[src/core/dspm_pkg.sv]
// constants and types of the display shared port mux
package dspm_pkg;
    localparam logic [15:0] ADDR_PORT5 = 16'hFFD5;
    localparam logic [15:0] ADDR_PORT6 = 16'hFFD6;
    localparam logic [15:0] ADDR_PORT7 = 16'hFFD7;
    localparam logic [15:0] ADDR_SEGCTL = 16'hFFF0;
    localparam logic [15:0] ADDR_DIGCTL = 16'hFFF1;
    localparam logic [15:0] ADDR_DSTART = 16'hFFF2;

    localparam logic [7:0] DATA_RST = 8'h00;
    localparam logic [7:0] MASK_SEGCTL = 8'h9F;
    localparam logic [7:0] MASK_DIGCTL = 8'h0F;
    localparam logic [7:0] MASK_DSTART = 8'h8F;
    localparam int FLAG_BIT = 7;
    localparam int DRVEN_BIT = 7;
    localparam int SEGR_MSB = 4;
    localparam int DIGR_MSB = 3;
    localparam int DSTART_MSB = 3;

    // segment and digit index carried by bit 0 side of each port group
    localparam int SEG_P5_TOP = 15;
    localparam int SEG_P6_TOP = 7;
    localparam int DIG_P6_BASE = 0;
    localparam int DIG_P7_BASE = 8;

    typedef enum logic [2:0] {
        PM_ACTIVE,
        PM_SLEEP,
        PM_STANDBY,
        PM_WATCH,
        PM_SUBACTIVE
    } dspm_power_t;

    typedef struct packed {
        logic [15:0] addr;
        logic [7:0] wdata;
        logic wr;
        logic rd;
    } dspm_bus_t;

    typedef struct packed {
        logic [15:0] seg;
        logic [15:0] dig;
    } dspm_drive_t;

    typedef struct packed {
        logic flag;
        logic driveEn;
        logic [4:0] segRange;
        logic [3:0] digRange;
        logic [3:0] digStart;
    } dspm_ctrl_t;

    typedef struct packed {
        logic [7:0] seg;
        logic [7:0] dig;
    } dspm_sel_t;

    typedef struct packed {
        logic [7:0] dout;
        logic [7:0] oe;
        logic [7:0] pd;
    } dspm_pins_t;

    localparam dspm_pins_t PINS_OFF = '{dout: 8'h00, oe: 8'h00, pd: 8'hFF};
endpackage : dspm_pkg

[src/core/dspm_pin_mux.sv]
// per-pin choice between port data and display drive for one port
`timescale 1ns/100ps
module dspm_pin_mux (
    input wire dspm_pkg::dspm_sel_t sel,
    input wire logic keyScan,
    input wire logic [7:0] dataReg,
    input wire logic [7:0] segDrv,
    input wire logic [7:0] digDrv,
    input wire logic [7:0] pinIn,
    output dspm_pkg::dspm_pins_t pinNext,
    output logic [7:0] readVal,
    output logic [7:0] taken
);
    logic [7:0] val;

    for (genvar n = 0; n < 8; n++)
    begin : g_pin
        // key scan hands taken pins back to the port for its duration
        assign taken[n] = (sel.seg[n] | sel.dig[n]) & ~keyScan; // RULE_04 RULE_08
        assign val[n] = taken[n] ? (sel.dig[n] ? digDrv[n] : segDrv[n]) : dataReg[n];
        // a taken pin reads back the data register, a free pin its level
        assign readVal[n] = taken[n] ? dataReg[n] : pinIn[n]; // RULE_06
    end

    // high-voltage pins source only a high; a low is the pull-down,
    // which leaves a released pin readable from outside
    assign pinNext = '{dout: val, oe: val, pd: ~val}; // RULE_14
endmodule : dspm_pin_mux

[src/core/dspm_port_mux.sv]
// top: register port, pin sharing and pin registers of ports 5 to 7
`timescale 1ns/100ps
// Operation
// [RULE_01] flag 0: port 5 all general I/O
// [RULE_02] flag 1: ranged port 5 pins become segments
// [RULE_03] software sets ranges before drive enable
// [RULE_04] key scan: port 5 segment pins CPU-accessible
// [RULE_05] clearing flag frees port 5 segment pins
// [RULE_06] taken port 5 pin reads data register
// [RULE_07] port 6 role from three range fields
// [RULE_08] key scan: port 6 taken pins CPU-accessible
// [RULE_09] flag 0 makes port 6 general I/O
// [RULE_10] taken port 6 pin reads data register
// [RULE_11] port 6 register eight bits, reset zero
// [RULE_12] port 7 register eight bits, reset zero
// [RULE_13] port 6 pin state per power mode
// [RULE_14] ports 6, 7 eight bidirectional pins each
// [RULE_15] flag 1: ranged port 7 pins become digits
// [RULE_16] port 5 register eight bits, reset zero
// [RULE_17] segments count against bit order, digits with
module dspm_port_mux (
    input wire logic core_clk,
    input wire logic rst_n,
    input wire dspm_pkg::dspm_bus_t bus,
    output logic [7:0] rdData,
    input wire logic keyScan,
    input wire dspm_pkg::dspm_power_t powerMode,
    input wire dspm_pkg::dspm_drive_t drive,
    input wire logic [7:0] pin5In,
    input wire logic [7:0] pin6In,
    input wire logic [7:0] pin7In,
    output dspm_pkg::dspm_pins_t pin5,
    output dspm_pkg::dspm_pins_t pin6,
    output dspm_pkg::dspm_pins_t pin7,
    output dspm_pkg::dspm_ctrl_t ctrl
);
    logic rstMeta_q;
    logic rstSync_q;
    logic [7:0] port5_q;
    logic [7:0] port5_d;
    logic [7:0] port6_q;
    logic [7:0] port6_d;
    logic [7:0] port7_q;
    logic [7:0] port7_d;
    logic [7:0] segCtl_q;
    logic [7:0] segCtl_d;
    logic [7:0] digCtl_q;
    logic [7:0] digCtl_d;
    logic [7:0] dStart_q;
    logic [7:0] dStart_d;
    logic [7:0] rdData_q;
    logic [7:0] rdData_d;
    dspm_pkg::dspm_pins_t pin5_q;
    dspm_pkg::dspm_pins_t pin5_d;
    dspm_pkg::dspm_pins_t pin6_q;
    dspm_pkg::dspm_pins_t pin6_d;
    dspm_pkg::dspm_pins_t pin7_q;
    dspm_pkg::dspm_pins_t pin7_d;
    dspm_pkg::dspm_pins_t next5;
    dspm_pkg::dspm_pins_t next6;
    dspm_pkg::dspm_pins_t next7;
    dspm_pkg::dspm_sel_t sel5;
    dspm_pkg::dspm_sel_t sel6;
    dspm_pkg::dspm_sel_t sel7;
    logic [7:0] read5;
    logic [7:0] read6;
    logic [7:0] read7;
    logic [7:0] taken5;
    logic [7:0] taken6;
    logic [7:0] taken7;
    logic [7:0] seg5Drv;
    logic [7:0] seg6Drv;
    logic [7:0] dig6Drv;
    logic [7:0] dig7Drv;
    logic firstCyc_q;

    // reset is released through two flops; the first feeds only the second
    always_ff @(posedge core_clk or negedge rst_n)
    begin
        if (!rst_n)
        begin
            rstMeta_q <= 1'b0;
            rstSync_q <= 1'b0;
        end
        else
        begin
            rstMeta_q <= 1'b1;
            rstSync_q <= rstMeta_q;
        end
    end

    // the controller is told only by these; ranges must settle before
    // driveEn, software keeps that order
    assign ctrl = '{
        flag: segCtl_q[dspm_pkg::FLAG_BIT],
        driveEn: dStart_q[dspm_pkg::DRVEN_BIT],
        segRange: segCtl_q[dspm_pkg::SEGR_MSB:0],
        digRange: digCtl_q[dspm_pkg::DIGR_MSB:0],
        digStart: dStart_q[dspm_pkg::DSTART_MSB:0]
    }; // RULE_03

    // controller vectors onto pin bits: segments reversed, digits in order
    for (genvar n = 0; n < 8; n++)
    begin : g_map
        assign seg5Drv[n] = drive.seg[dspm_pkg::SEG_P5_TOP - n]; // RULE_17
        assign seg6Drv[n] = drive.seg[dspm_pkg::SEG_P6_TOP - n]; // RULE_17
        assign dig6Drv[n] = drive.dig[dspm_pkg::DIG_P6_BASE + n]; // RULE_17
        assign dig7Drv[n] = drive.dig[dspm_pkg::DIG_P7_BASE + n];
    end

    dspm_range_decode u_decode (
        .ctrl (ctrl),
        .sel5 (sel5),
        .sel6 (sel6),
        .sel7 (sel7)
    );

    dspm_pin_mux u_mux5 (
        .sel (sel5),
        .keyScan (keyScan),
        .dataReg (port5_q),
        .segDrv (seg5Drv),
        .digDrv (8'h00),
        .pinIn (pin5In),
        .pinNext (next5),
        .readVal (read5),
        .taken (taken5)
    );

    dspm_pin_mux u_mux6 (
        .sel (sel6),
        .keyScan (keyScan),
        .dataReg (port6_q),
        .segDrv (seg6Drv),
        .digDrv (dig6Drv),
        .pinIn (pin6In),
        .pinNext (next6),
        .readVal (read6),
        .taken (taken6)
    );

    dspm_pin_mux u_mux7 (
        .sel (sel7),
        .keyScan (keyScan),
        .dataReg (port7_q),
        .segDrv (8'h00),
        .digDrv (dig7Drv),
        .pinIn (pin7In),
        .pinNext (next7),
        .readVal (read7),
        .taken (taken7)
    );

    // data and control registers; data writes land even on taken pins
    always_comb
    begin
        port5_d = port5_q;
        port6_d = port6_q;
        port7_d = port7_q;
        segCtl_d = segCtl_q;
        digCtl_d = digCtl_q;
        dStart_d = dStart_q;
        if (bus.wr)
        begin
            case (bus.addr)
                dspm_pkg::ADDR_PORT5: port5_d = bus.wdata; // RULE_16
                dspm_pkg::ADDR_PORT6: port6_d = bus.wdata; // RULE_11
                dspm_pkg::ADDR_PORT7: port7_d = bus.wdata; // RULE_12
                dspm_pkg::ADDR_SEGCTL: segCtl_d = bus.wdata & dspm_pkg::MASK_SEGCTL; // RULE_05
                dspm_pkg::ADDR_DIGCTL: digCtl_d = bus.wdata & dspm_pkg::MASK_DIGCTL;
                dspm_pkg::ADDR_DSTART: dStart_d = bus.wdata & dspm_pkg::MASK_DSTART;
                default: ;
            endcase
        end
    end

    always_ff @(posedge core_clk or negedge rstSync_q)
    begin
        if (!rstSync_q)
        begin
            port5_q <= dspm_pkg::DATA_RST; // RULE_16
            port6_q <= dspm_pkg::DATA_RST; // RULE_11
            port7_q <= dspm_pkg::DATA_RST; // RULE_12
            segCtl_q <= dspm_pkg::DATA_RST;
            digCtl_q <= dspm_pkg::DATA_RST;
            dStart_q <= dspm_pkg::DATA_RST;
        end
        else
        begin
            port5_q <= port5_d;
            port6_q <= port6_d;
            port7_q <= port7_d;
            segCtl_q <= segCtl_d;
            digCtl_q <= digCtl_d;
            dStart_q <= dStart_d;
        end
    end

    // read data stand for one cycle only; unmapped addresses read zero
    always_comb
    begin
        rdData_d = 8'h00;
        if (bus.rd)
        begin
            case (bus.addr)
                dspm_pkg::ADDR_PORT5: rdData_d = read5; // RULE_06
                dspm_pkg::ADDR_PORT6: rdData_d = read6; // RULE_10
                dspm_pkg::ADDR_PORT7: rdData_d = read7; // RULE_15
                dspm_pkg::ADDR_SEGCTL: rdData_d = segCtl_q;
                dspm_pkg::ADDR_DIGCTL: rdData_d = digCtl_q;
                dspm_pkg::ADDR_DSTART: rdData_d = dStart_q;
                default: rdData_d = 8'h00;
            endcase
        end
    end

    always_ff @(posedge core_clk or negedge rstSync_q)
    begin
        if (!rstSync_q)
        begin
            rdData_q <= dspm_pkg::DATA_RST;
        end
        else
        begin
            rdData_q <= rdData_d;
        end
    end

    assign rdData = rdData_q;

    // pin registers follow the power mode; sleep freezes them in place
    always_comb
    begin
        pin5_d = pin5_q;
        pin6_d = pin6_q;
        pin7_d = pin7_q;
        unique case (powerMode)
            dspm_pkg::PM_ACTIVE:
            begin
                pin5_d = next5;
                pin6_d = next6; // RULE_13
                pin7_d = next7;
            end
            dspm_pkg::PM_SLEEP:
            begin
                pin5_d = pin5_q;
                pin6_d = pin6_q; // RULE_13
                pin7_d = pin7_q;
            end
            default:
            begin
                pin5_d = dspm_pkg::PINS_OFF;
                pin6_d = dspm_pkg::PINS_OFF; // RULE_13
                pin7_d = dspm_pkg::PINS_OFF;
            end
        endcase
    end

    always_ff @(posedge core_clk or negedge rstSync_q)
    begin
        if (!rstSync_q)
        begin
            pin5_q <= dspm_pkg::PINS_OFF;
            pin6_q <= dspm_pkg::PINS_OFF; // RULE_13
            pin7_q <= dspm_pkg::PINS_OFF;
        end
        else
        begin
            pin5_q <= pin5_d;
            pin6_q <= pin6_d;
            pin7_q <= pin7_d;
        end
    end

    assign pin5 = pin5_q;
    assign pin6 = pin6_q;
    assign pin7 = pin7_q;

    // marks the first cycle after reset release, for checking only
    always_ff @(posedge core_clk or negedge rstSync_q)
    begin
        if (!rstSync_q)
        begin
            firstCyc_q <= 1'b1;
        end
        else
        begin
            firstCyc_q <= 1'b0;
        end
    end
endmodule : dspm_port_mux

[src/core/dspm_range_decode.sv]
// decode of the range fields into per-pin takeover masks
`timescale 1ns/100ps
module dspm_range_decode (
    input wire dspm_pkg::dspm_ctrl_t ctrl,
    output dspm_pkg::dspm_sel_t sel5,
    output dspm_pkg::dspm_sel_t sel6,
    output dspm_pkg::dspm_sel_t sel7
);
    logic [7:0] seg5;
    logic [7:0] seg6;
    logic [7:0] dig6;
    logic [7:0] dig7;

    // digits run from the start index through start plus range
    function automatic logic digUsed(
        input logic [4:0] idx,
        input logic [3:0] start,
        input logic [3:0] span
    );
        logic [4:0] last;
        last = 5'(start) + 5'(span);
        return (idx >= 5'(start)) && (idx <= last);
    endfunction : digUsed

    for (genvar n = 0; n < 8; n++)
    begin : g_bit
        localparam logic [4:0] S5 = 5'(dspm_pkg::SEG_P5_TOP - n);
        localparam logic [4:0] S6 = 5'(dspm_pkg::SEG_P6_TOP - n);
        localparam logic [4:0] D6 = 5'(dspm_pkg::DIG_P6_BASE + n);
        localparam logic [4:0] D7 = 5'(dspm_pkg::DIG_P7_BASE + n);
        // segment k is in use while k stays below the range count
        assign seg5[n] = ctrl.flag & (S5 < ctrl.segRange); // RULE_01
        assign dig6[n] = ctrl.flag & digUsed(D6, ctrl.digStart, ctrl.digRange); // RULE_07
        // a pin claimed as digit is never also a segment
        assign seg6[n] = ctrl.flag & ~dig6[n] & (S6 < ctrl.segRange); // RULE_09
        assign dig7[n] = ctrl.flag & digUsed(D7, ctrl.digStart, ctrl.digRange); // RULE_15
    end

    assign sel5 = '{seg: seg5, dig: 8'h00}; // RULE_02
    assign sel6 = '{seg: seg6, dig: dig6};
    assign sel7 = '{seg: 8'h00, dig: dig7};
endmodule : dspm_range_decode

[config.mk]
export PLATFORM = sky130hd
export DESIGN_NAME = dspm_port_mux
export DESIGN_NICKNAME = d
export VERILOG_FILES = /design/src/core/dspm_pkg.sv /design/src/core/dspm_pin_mux.sv /design/src/core/dspm_port_mux.sv /design/src/core/dspm_range_decode.sv
export SDC_FILE = /design/constraint.sdc
export NUM_CORES = 1
export LEC_CHECK = 0
export BUFFER_PORTS_ARGS = -buffer_cell sky130_fd_sc_hd__buf_4
export CORE_UTILIZATION = 60
export CTS_BUF_LIST = sky130_fd_sc_hd__clkbuf_4
export CTS_CLUSTER_DIAMETER = 50
export DETAILED_ROUTE_END_ITERATION = 7
export PLACE_DENSITY = 0.89
export SYNTH_ARGS = -nofsm -noshare
export SYNTH_HDL_FRONTEND = slang
export SYNTH_HIERARCHICAL = 1
export SYNTH_SLANG_ARGS = --single-unit
export TNS_END_PERCENT = 10
[constraint.sdc]
create_clock -name core_clk -period 5.9 [get_ports core_clk]
set_input_delay 0.295 -clock core_clk [delete_from_list [all_inputs] [get_ports core_clk]]
set_output_delay 0.295 -clock core_clk [all_outputs]
set_load 0.01 [all_outputs]
## Word-level counts from Yosys, hierarchy flattened

Index checks and enable logic that the tools add are counted.
Widths: inputs -> output; s select.

- Order comparisons: 47
- Equal/unequal tests: 7
- Add/sub/neg operators: 1
- Reduce and logical (&&, ||, !) cells: 22
- Bitwise operators: 84
- Multiplexer cells: 69

Operators with widths:

| cell | number |
|---|---|
| $pmux 24 s2 | 3 |
| $eq 16x16->1 const B | 6 |
| $and 1x1->1 | 64 |
| $mux 1 | 64 |
| $pmux 8 s6 | 1 |
| $le 4x5->1 const A | 8 |
| $lt 4x5->1 const A | 8 |
| $ge 4x4->1 const A | 7 |
| $not 8->8 | 3 |
| $le 3x5->1 const A | 4 |
| $lt 3x5->1 const A | 4 |
| $ge 3x4->1 const A | 4 |
| $logic_and 1x1->1 | 15 |
| $reduce_and 2->1 | 6 |
| $le 1x5->1 const A | 2 |
| $le 2x5->1 const A | 2 |
| $lt 1x5->1 const A | 2 |
| $lt 2x5->1 const A | 2 |
| $not 1->1 | 9 |
| $ge 1x4->1 const A | 2 |
| $ge 2x4->1 const A | 2 |
| $mux 8 | 1 |
| $or 1x1->1 | 8 |
| $add 4x4->5 | 1 |
| other kinds (2) | 2 |

- Bits in registers: 121
- Input port bits: 88
- Word-level logic and storage cells: 248

## Depth between registers and ports, before layout

- Word-level depth: 12
- Mapped depth: 13

## Cells and area by module

The synthesis kept the hierarchy.

By module, submodules not included:

| module | sequential area each (um^2) | cells each | area each (um^2) | instances |
|---|---|---|---|---|
| dspm_port_mux | 3,057.9 | 336 | 4,875.9 | 1 |
| dspm_pin_mux | 0.0 | 68 | 506.7 | 3 |
| dspm_range_decode | 0.0 | 135 | 932.1 | 1 |

## Worst setup path before layout

Ideal clock, no wire load.

- Path kind: register to register
- From: register dStart_q[0]
- To: register pin6_q (netlist bit pin6[19])
- Path slack: 2.790 ns
- Clock period less this slack: 3.110 ns
- Arrival: 2.989 ns
- Setup time: 0.121 ns
- Stages on the path, launching flop included: 12
- Cell sequence: dfrtp_1 ha_1 fa_1 a21o_2 a21oi_4 buf_4 o211ai_1 a21oi_1 or4b_1 o221a_2 buf_4 a22o_1

RTL lines:

| element | RTL line | RTL |
|---|---|---|
| from (decl) | dspm_port_mux.sv:49 | `logic [7:0] dStart_q;` |
| from (signal assigned) | dspm_port_mux.sv:186 | `dStart_q <= dspm_pkg::DATA_RST;` |
| from (signal assigned) | dspm_port_mux.sv:195 | `dStart_q <= dStart_d;` |
| to (signal assigned) | dspm_port_mux.sv:264 | `pin6_q <= dspm_pkg::PINS_OFF;` |
| to (signal assigned) | dspm_port_mux.sv:270 | `pin6_q <= pin6_d;` |
| to (decl) | dspm_port_mux.sv:55 | `dspm_pkg::dspm_pins_t pin6_q;` |

==> flow_metrics.py <==
metrics = {
    "final_layout": {
        "final_common_cell": "buf_4",
        "layout-drive-gt1-share_pct": 39.7,
        "stdcell_area_sq_mm": 0.00889,
        "syn_to_final_growth_pct": 21.3,
        "layout_common_cells": "186 x buf_4, 96 x dfrtp_1, 53 x a22o_1, 39 x conb_1, 37 x nor2_1",
        "finalNetCount": 938,
        "nFillCells": 761,
    },
    "timing": {
        "worst_clock_skew_ns": 0.0189,
        "setup_viol": 0,
        "fmax_mhz": 276,
        "slew_headroom_pct": 25.0,
        "finalCritPeriodShare_pct": 61.5,
        "post-route-min-period_ns": 3.63,
        "rsz0062_at_grt": "false",
        "whs_ns": 0.0447,
        "tns_ns": 0,
        "worst_slew_pin_slew_ns": 1.12,
        "drv_slew": 0,
        "hold_violations": 0,
        "fin_ws_ns": 2.27,
    },
    "setup_path": {
        "regToRegEndpoint": "rdData[7]",
        "path_max_fanout": 15,
        "arrival_ns": 4.04,
        "worstSetupPathDepth": 12,
        "crit_chain": "ha_1 -> fa_1 -> a21o_2 -> a21oi_4 -> o21a_1 -> a21oi_1 -> nor2_1 -> nor2_2 -> mux2_1 -> a22o_1 -> a22oi_1 -> a31oi_1",
        "reg2regPathDepth": 12,
        "crit_family": "compound AO/OA/AOI/OAI gates",
        "worstSetupPathType": "reg -> reg",
        "ff2ff_setup_slack_ns": 2.27,
        "startpoint_type": "register",
        "r2r-start": "dStart_q[0]",
        "worstSetupEndpointType": "register",
        "cp_slowest_stage_delay_ns": 0.52,
        "crit_slowest_cell": "dfrtp_1",
        "crit_required_ns": 6.31,
        "worstPathBufferInverterCount": 0,
    },
    "floorplanning": {
        "rows": 39,
        "chipWidth_um": 113,
        "die_y_um": 113,
        "initial_core_util_pct": 62.8,
        "core_sq_mm": 0.0117,
        "io_pins": 183,
        "die_area_sq_mm": 0.0127,
    },
    "route": {
        "drt_iter0_drc": 870,
        "routed_wl_um": 22900,
        "drc": 0,
        "drt_first_pass_iters": 5,
        "wl_per_cell_um": 22.8,
        "vias_per_cell": 6.57,
        "drtAntennaViolNets": 0,
        "vias": 6587,
    },
    "yosys": {
        "synth_area_leader_cell": "dfrtp_1",
        "synth_edf_count": 0,
        "ys_ff_latch": 121,
        "synthTopCellsByArea": "dfrtp_1 33%, dfstp_2 8.6%, a22o_1 6.3%, mux2_2 4.8%, buf_4 4.3%",
        "synthesis.area_sq_mm": 0.00733,
        "synthFlopType": "dfrtp_1",
        "yosysTopAreaCellShare_pct": 33.1,
        "seq_area_frac_synth_pct": 41.7,
        "avgSynthCellArea_sq_um": 10.9,
        "syn_inst": 675,
        "yosysWarnings": 6,
        "synth-async-reset-ratio_pct": 100,
        "yosysUniqueCellTypes": 74,
    },
    "pwr": {
        "p_sw_w": 0.000447,
        "p_leak_nw": 4.06,
        "pwr-share-clk_pct": 36.2,
        "p_per_area_mw_per_mm2": 182,
        "seqPwrFrac_pct": 52.5,
        "finalPower_w": 0.00161,
        "ir_worst_vdd_mv": 0.242,
        "internal-power_w": 0.00117,
        "netSwitchingFraction_pct": 27.7,
        "pwr-share-comb_pct": 11.2,
    },
    "clock_network": {
        "h-tree-depth": 4,
        "clk_latency_ns": 0.55,
        "path_clk_slew_ns": 0.11,
        "cts_tree": "yes",
        "cts_buffer_depth": 2,
        "cts_inserted_buffers": 17,
        "post_cts_buffers": 0,
        "cts_sinks": 121,
        "cts_root_buf": "clkbuf_4",
    },
    "hold_path": {
        "worstHoldStart": "bus[4]",
        "min_path_cells": 2,
        "holdPathEnd": "digCtl_q[2]",
        "hold_path.class": "in -> reg",
    },
    "grt": {
        "grt_pass1_wl_um": 35300,
        "grt_pass1_vias": 6576,
        "antenna_found_initial": 2,
        "grtUsageTotal_pct": 37.2,
        "grt_max_degree": 76,
        "grt_overflow_total": 0,
    },
    "status": {
        "outcome": "finished, final reports clean",
    },
    "place": {
        "place_hpwl_um": 17000,
        "io_buffers": 182,
        "gp_congestion": 0.939,
        "post-place-ws_ns": 2.38,
        "placed_area_sq_mm": 0.00855,
    },
    "job": {
        "max-cap-violations": 0,
    },
}
## worst max path at each step
stage	end	slack (ns)	start
floorplan	dStart_q[0]	2.32	rstSync_q
global placement	rdData[7]	2.49	dStart_q[0]
detailed placement	rdData[7]	2.38	dStart_q[0]
CTS	rdData[7]	2.34	dStart_q[0]
global route	rdData[7]	2.15	dStart_q[0]
finish	rdData[7]	2.27	dStart_q[0]
## synthesized netlist by cell type (all sizes together), types with 3 or more instances
cell	instances
a22oi	8
dfstp	24
nor4	7
o211ai	7
o21ai	14
nor2	55
clkbuf	21
nand4	5
and2	8
nand2b	3
inv	6
nand4b	5
nor2b	6
o2bb2ai	4
nor3	6
o221ai	19
and3	9
nand3	14
buf	56
dfrtp	97
or4b	19
and3b	3
o22a	24
a21boi	5
a32oi	3
nand2	35
a31oi	5
or3	4
mux2i	4
conb	3
a22o	53
o221a	18
o21a	7
nor4bb	4
ha	4
a21oi	24
mux2	63
## layer usage
metal	share of wire (%)	routed length [um]	vias to the layer above	track usage [%]
li1	-	-	2896	-
met1	43	9730	3294	49.1
met2	48	10900	347	59.2
met3	6.9	1580	50	8.64
met4	2.8	646	0	15.2
met5	0	0	-	0
## worst register-to-register path, stage by stage, from the launching register on
cell and delay, ns:
dfrtp_1 0.52, ha_1 0.29, fa_1 0.47, a21o_2 0.28, a21oi_4 0.45, o21a_1 0.28, a21oi_1 0.12, nor2_1 0.14
nor2_2 0.06, mux2_1 0.39, a22o_1 0.22, a22oi_1 0.16, a31oi_1 0.10
## cell type report
type	count	area, sq um	area share, %
Clock buffer	17	128	1.44
Timing Repair Buffer	192	1450	16.3
Inverter	6	22.5	0.253
Tap cell	143	179	2.01
Multi-Input combinational cell	507	3890	43.8
Sequential cell	121	3060	34.5
Antenna cell	2	5.00	0.0563
Clock inverter	15	150	1.69
## repair_timing
| action | in CTS | in global routing |
|---|---|---|
| hold endpoints to repair | 4 | 3 |
| hold buffers | 3 | 2 |
| gates resized for setup | 0 | 0 |
## state kept, by name (all words and copies together), names as in the netlist
signal,cells
pin5,24
pin6,24
pin7,24
port5_q,8
port6_q,8
port7_q,8
rdData,8
segCtl_q,6
dStart_q,5
digCtl_q,4
rstMeta_q,1
rstSync_q,1
## cells by family (layout without fill, tap and decap cells)
family                     count (synthesis)  in the layout  share of synthesized area [%]
xor gates and xnor gates                   2              2                          0.342
buffers and inverters                     83            230                           7.10
other                                      3             41                          0.154
DFF                                      121            121                           41.7
adders and majority gates                  5              5                          0.956
and+or+nand+nor                          192            192                           16.3
AOI/OAI and AO/OA                        202            202                           22.8
muxes                                     67             67                           10.6
## per-stage QoR
step	util (%)	std cells
3_5_place_dp	73.3	963
2_1_floorplan	-	711
5_1_grt	76.2	1003
3_3_place_gp	73.3	963
6_report	76.2	1003
4_1_cts	75.9	998
## power groups by stage
stage / Combinational (W) / Clock, W / Sequential [W]
after detailed placement: 0.000172 / 0 / 0.000863
final: 0.000181 / 0.000585 / 0.000847
after CTS: 0.000175 / 0.000595 / 0.000848
after global routing: 0.000193 / 0.000631 / 0.000850
after floorplan: 0.0000874 / 0 / 0.000870
after global placement: 0.000167 / 0 / 0.000862
(Power assumes the default switching activity.)
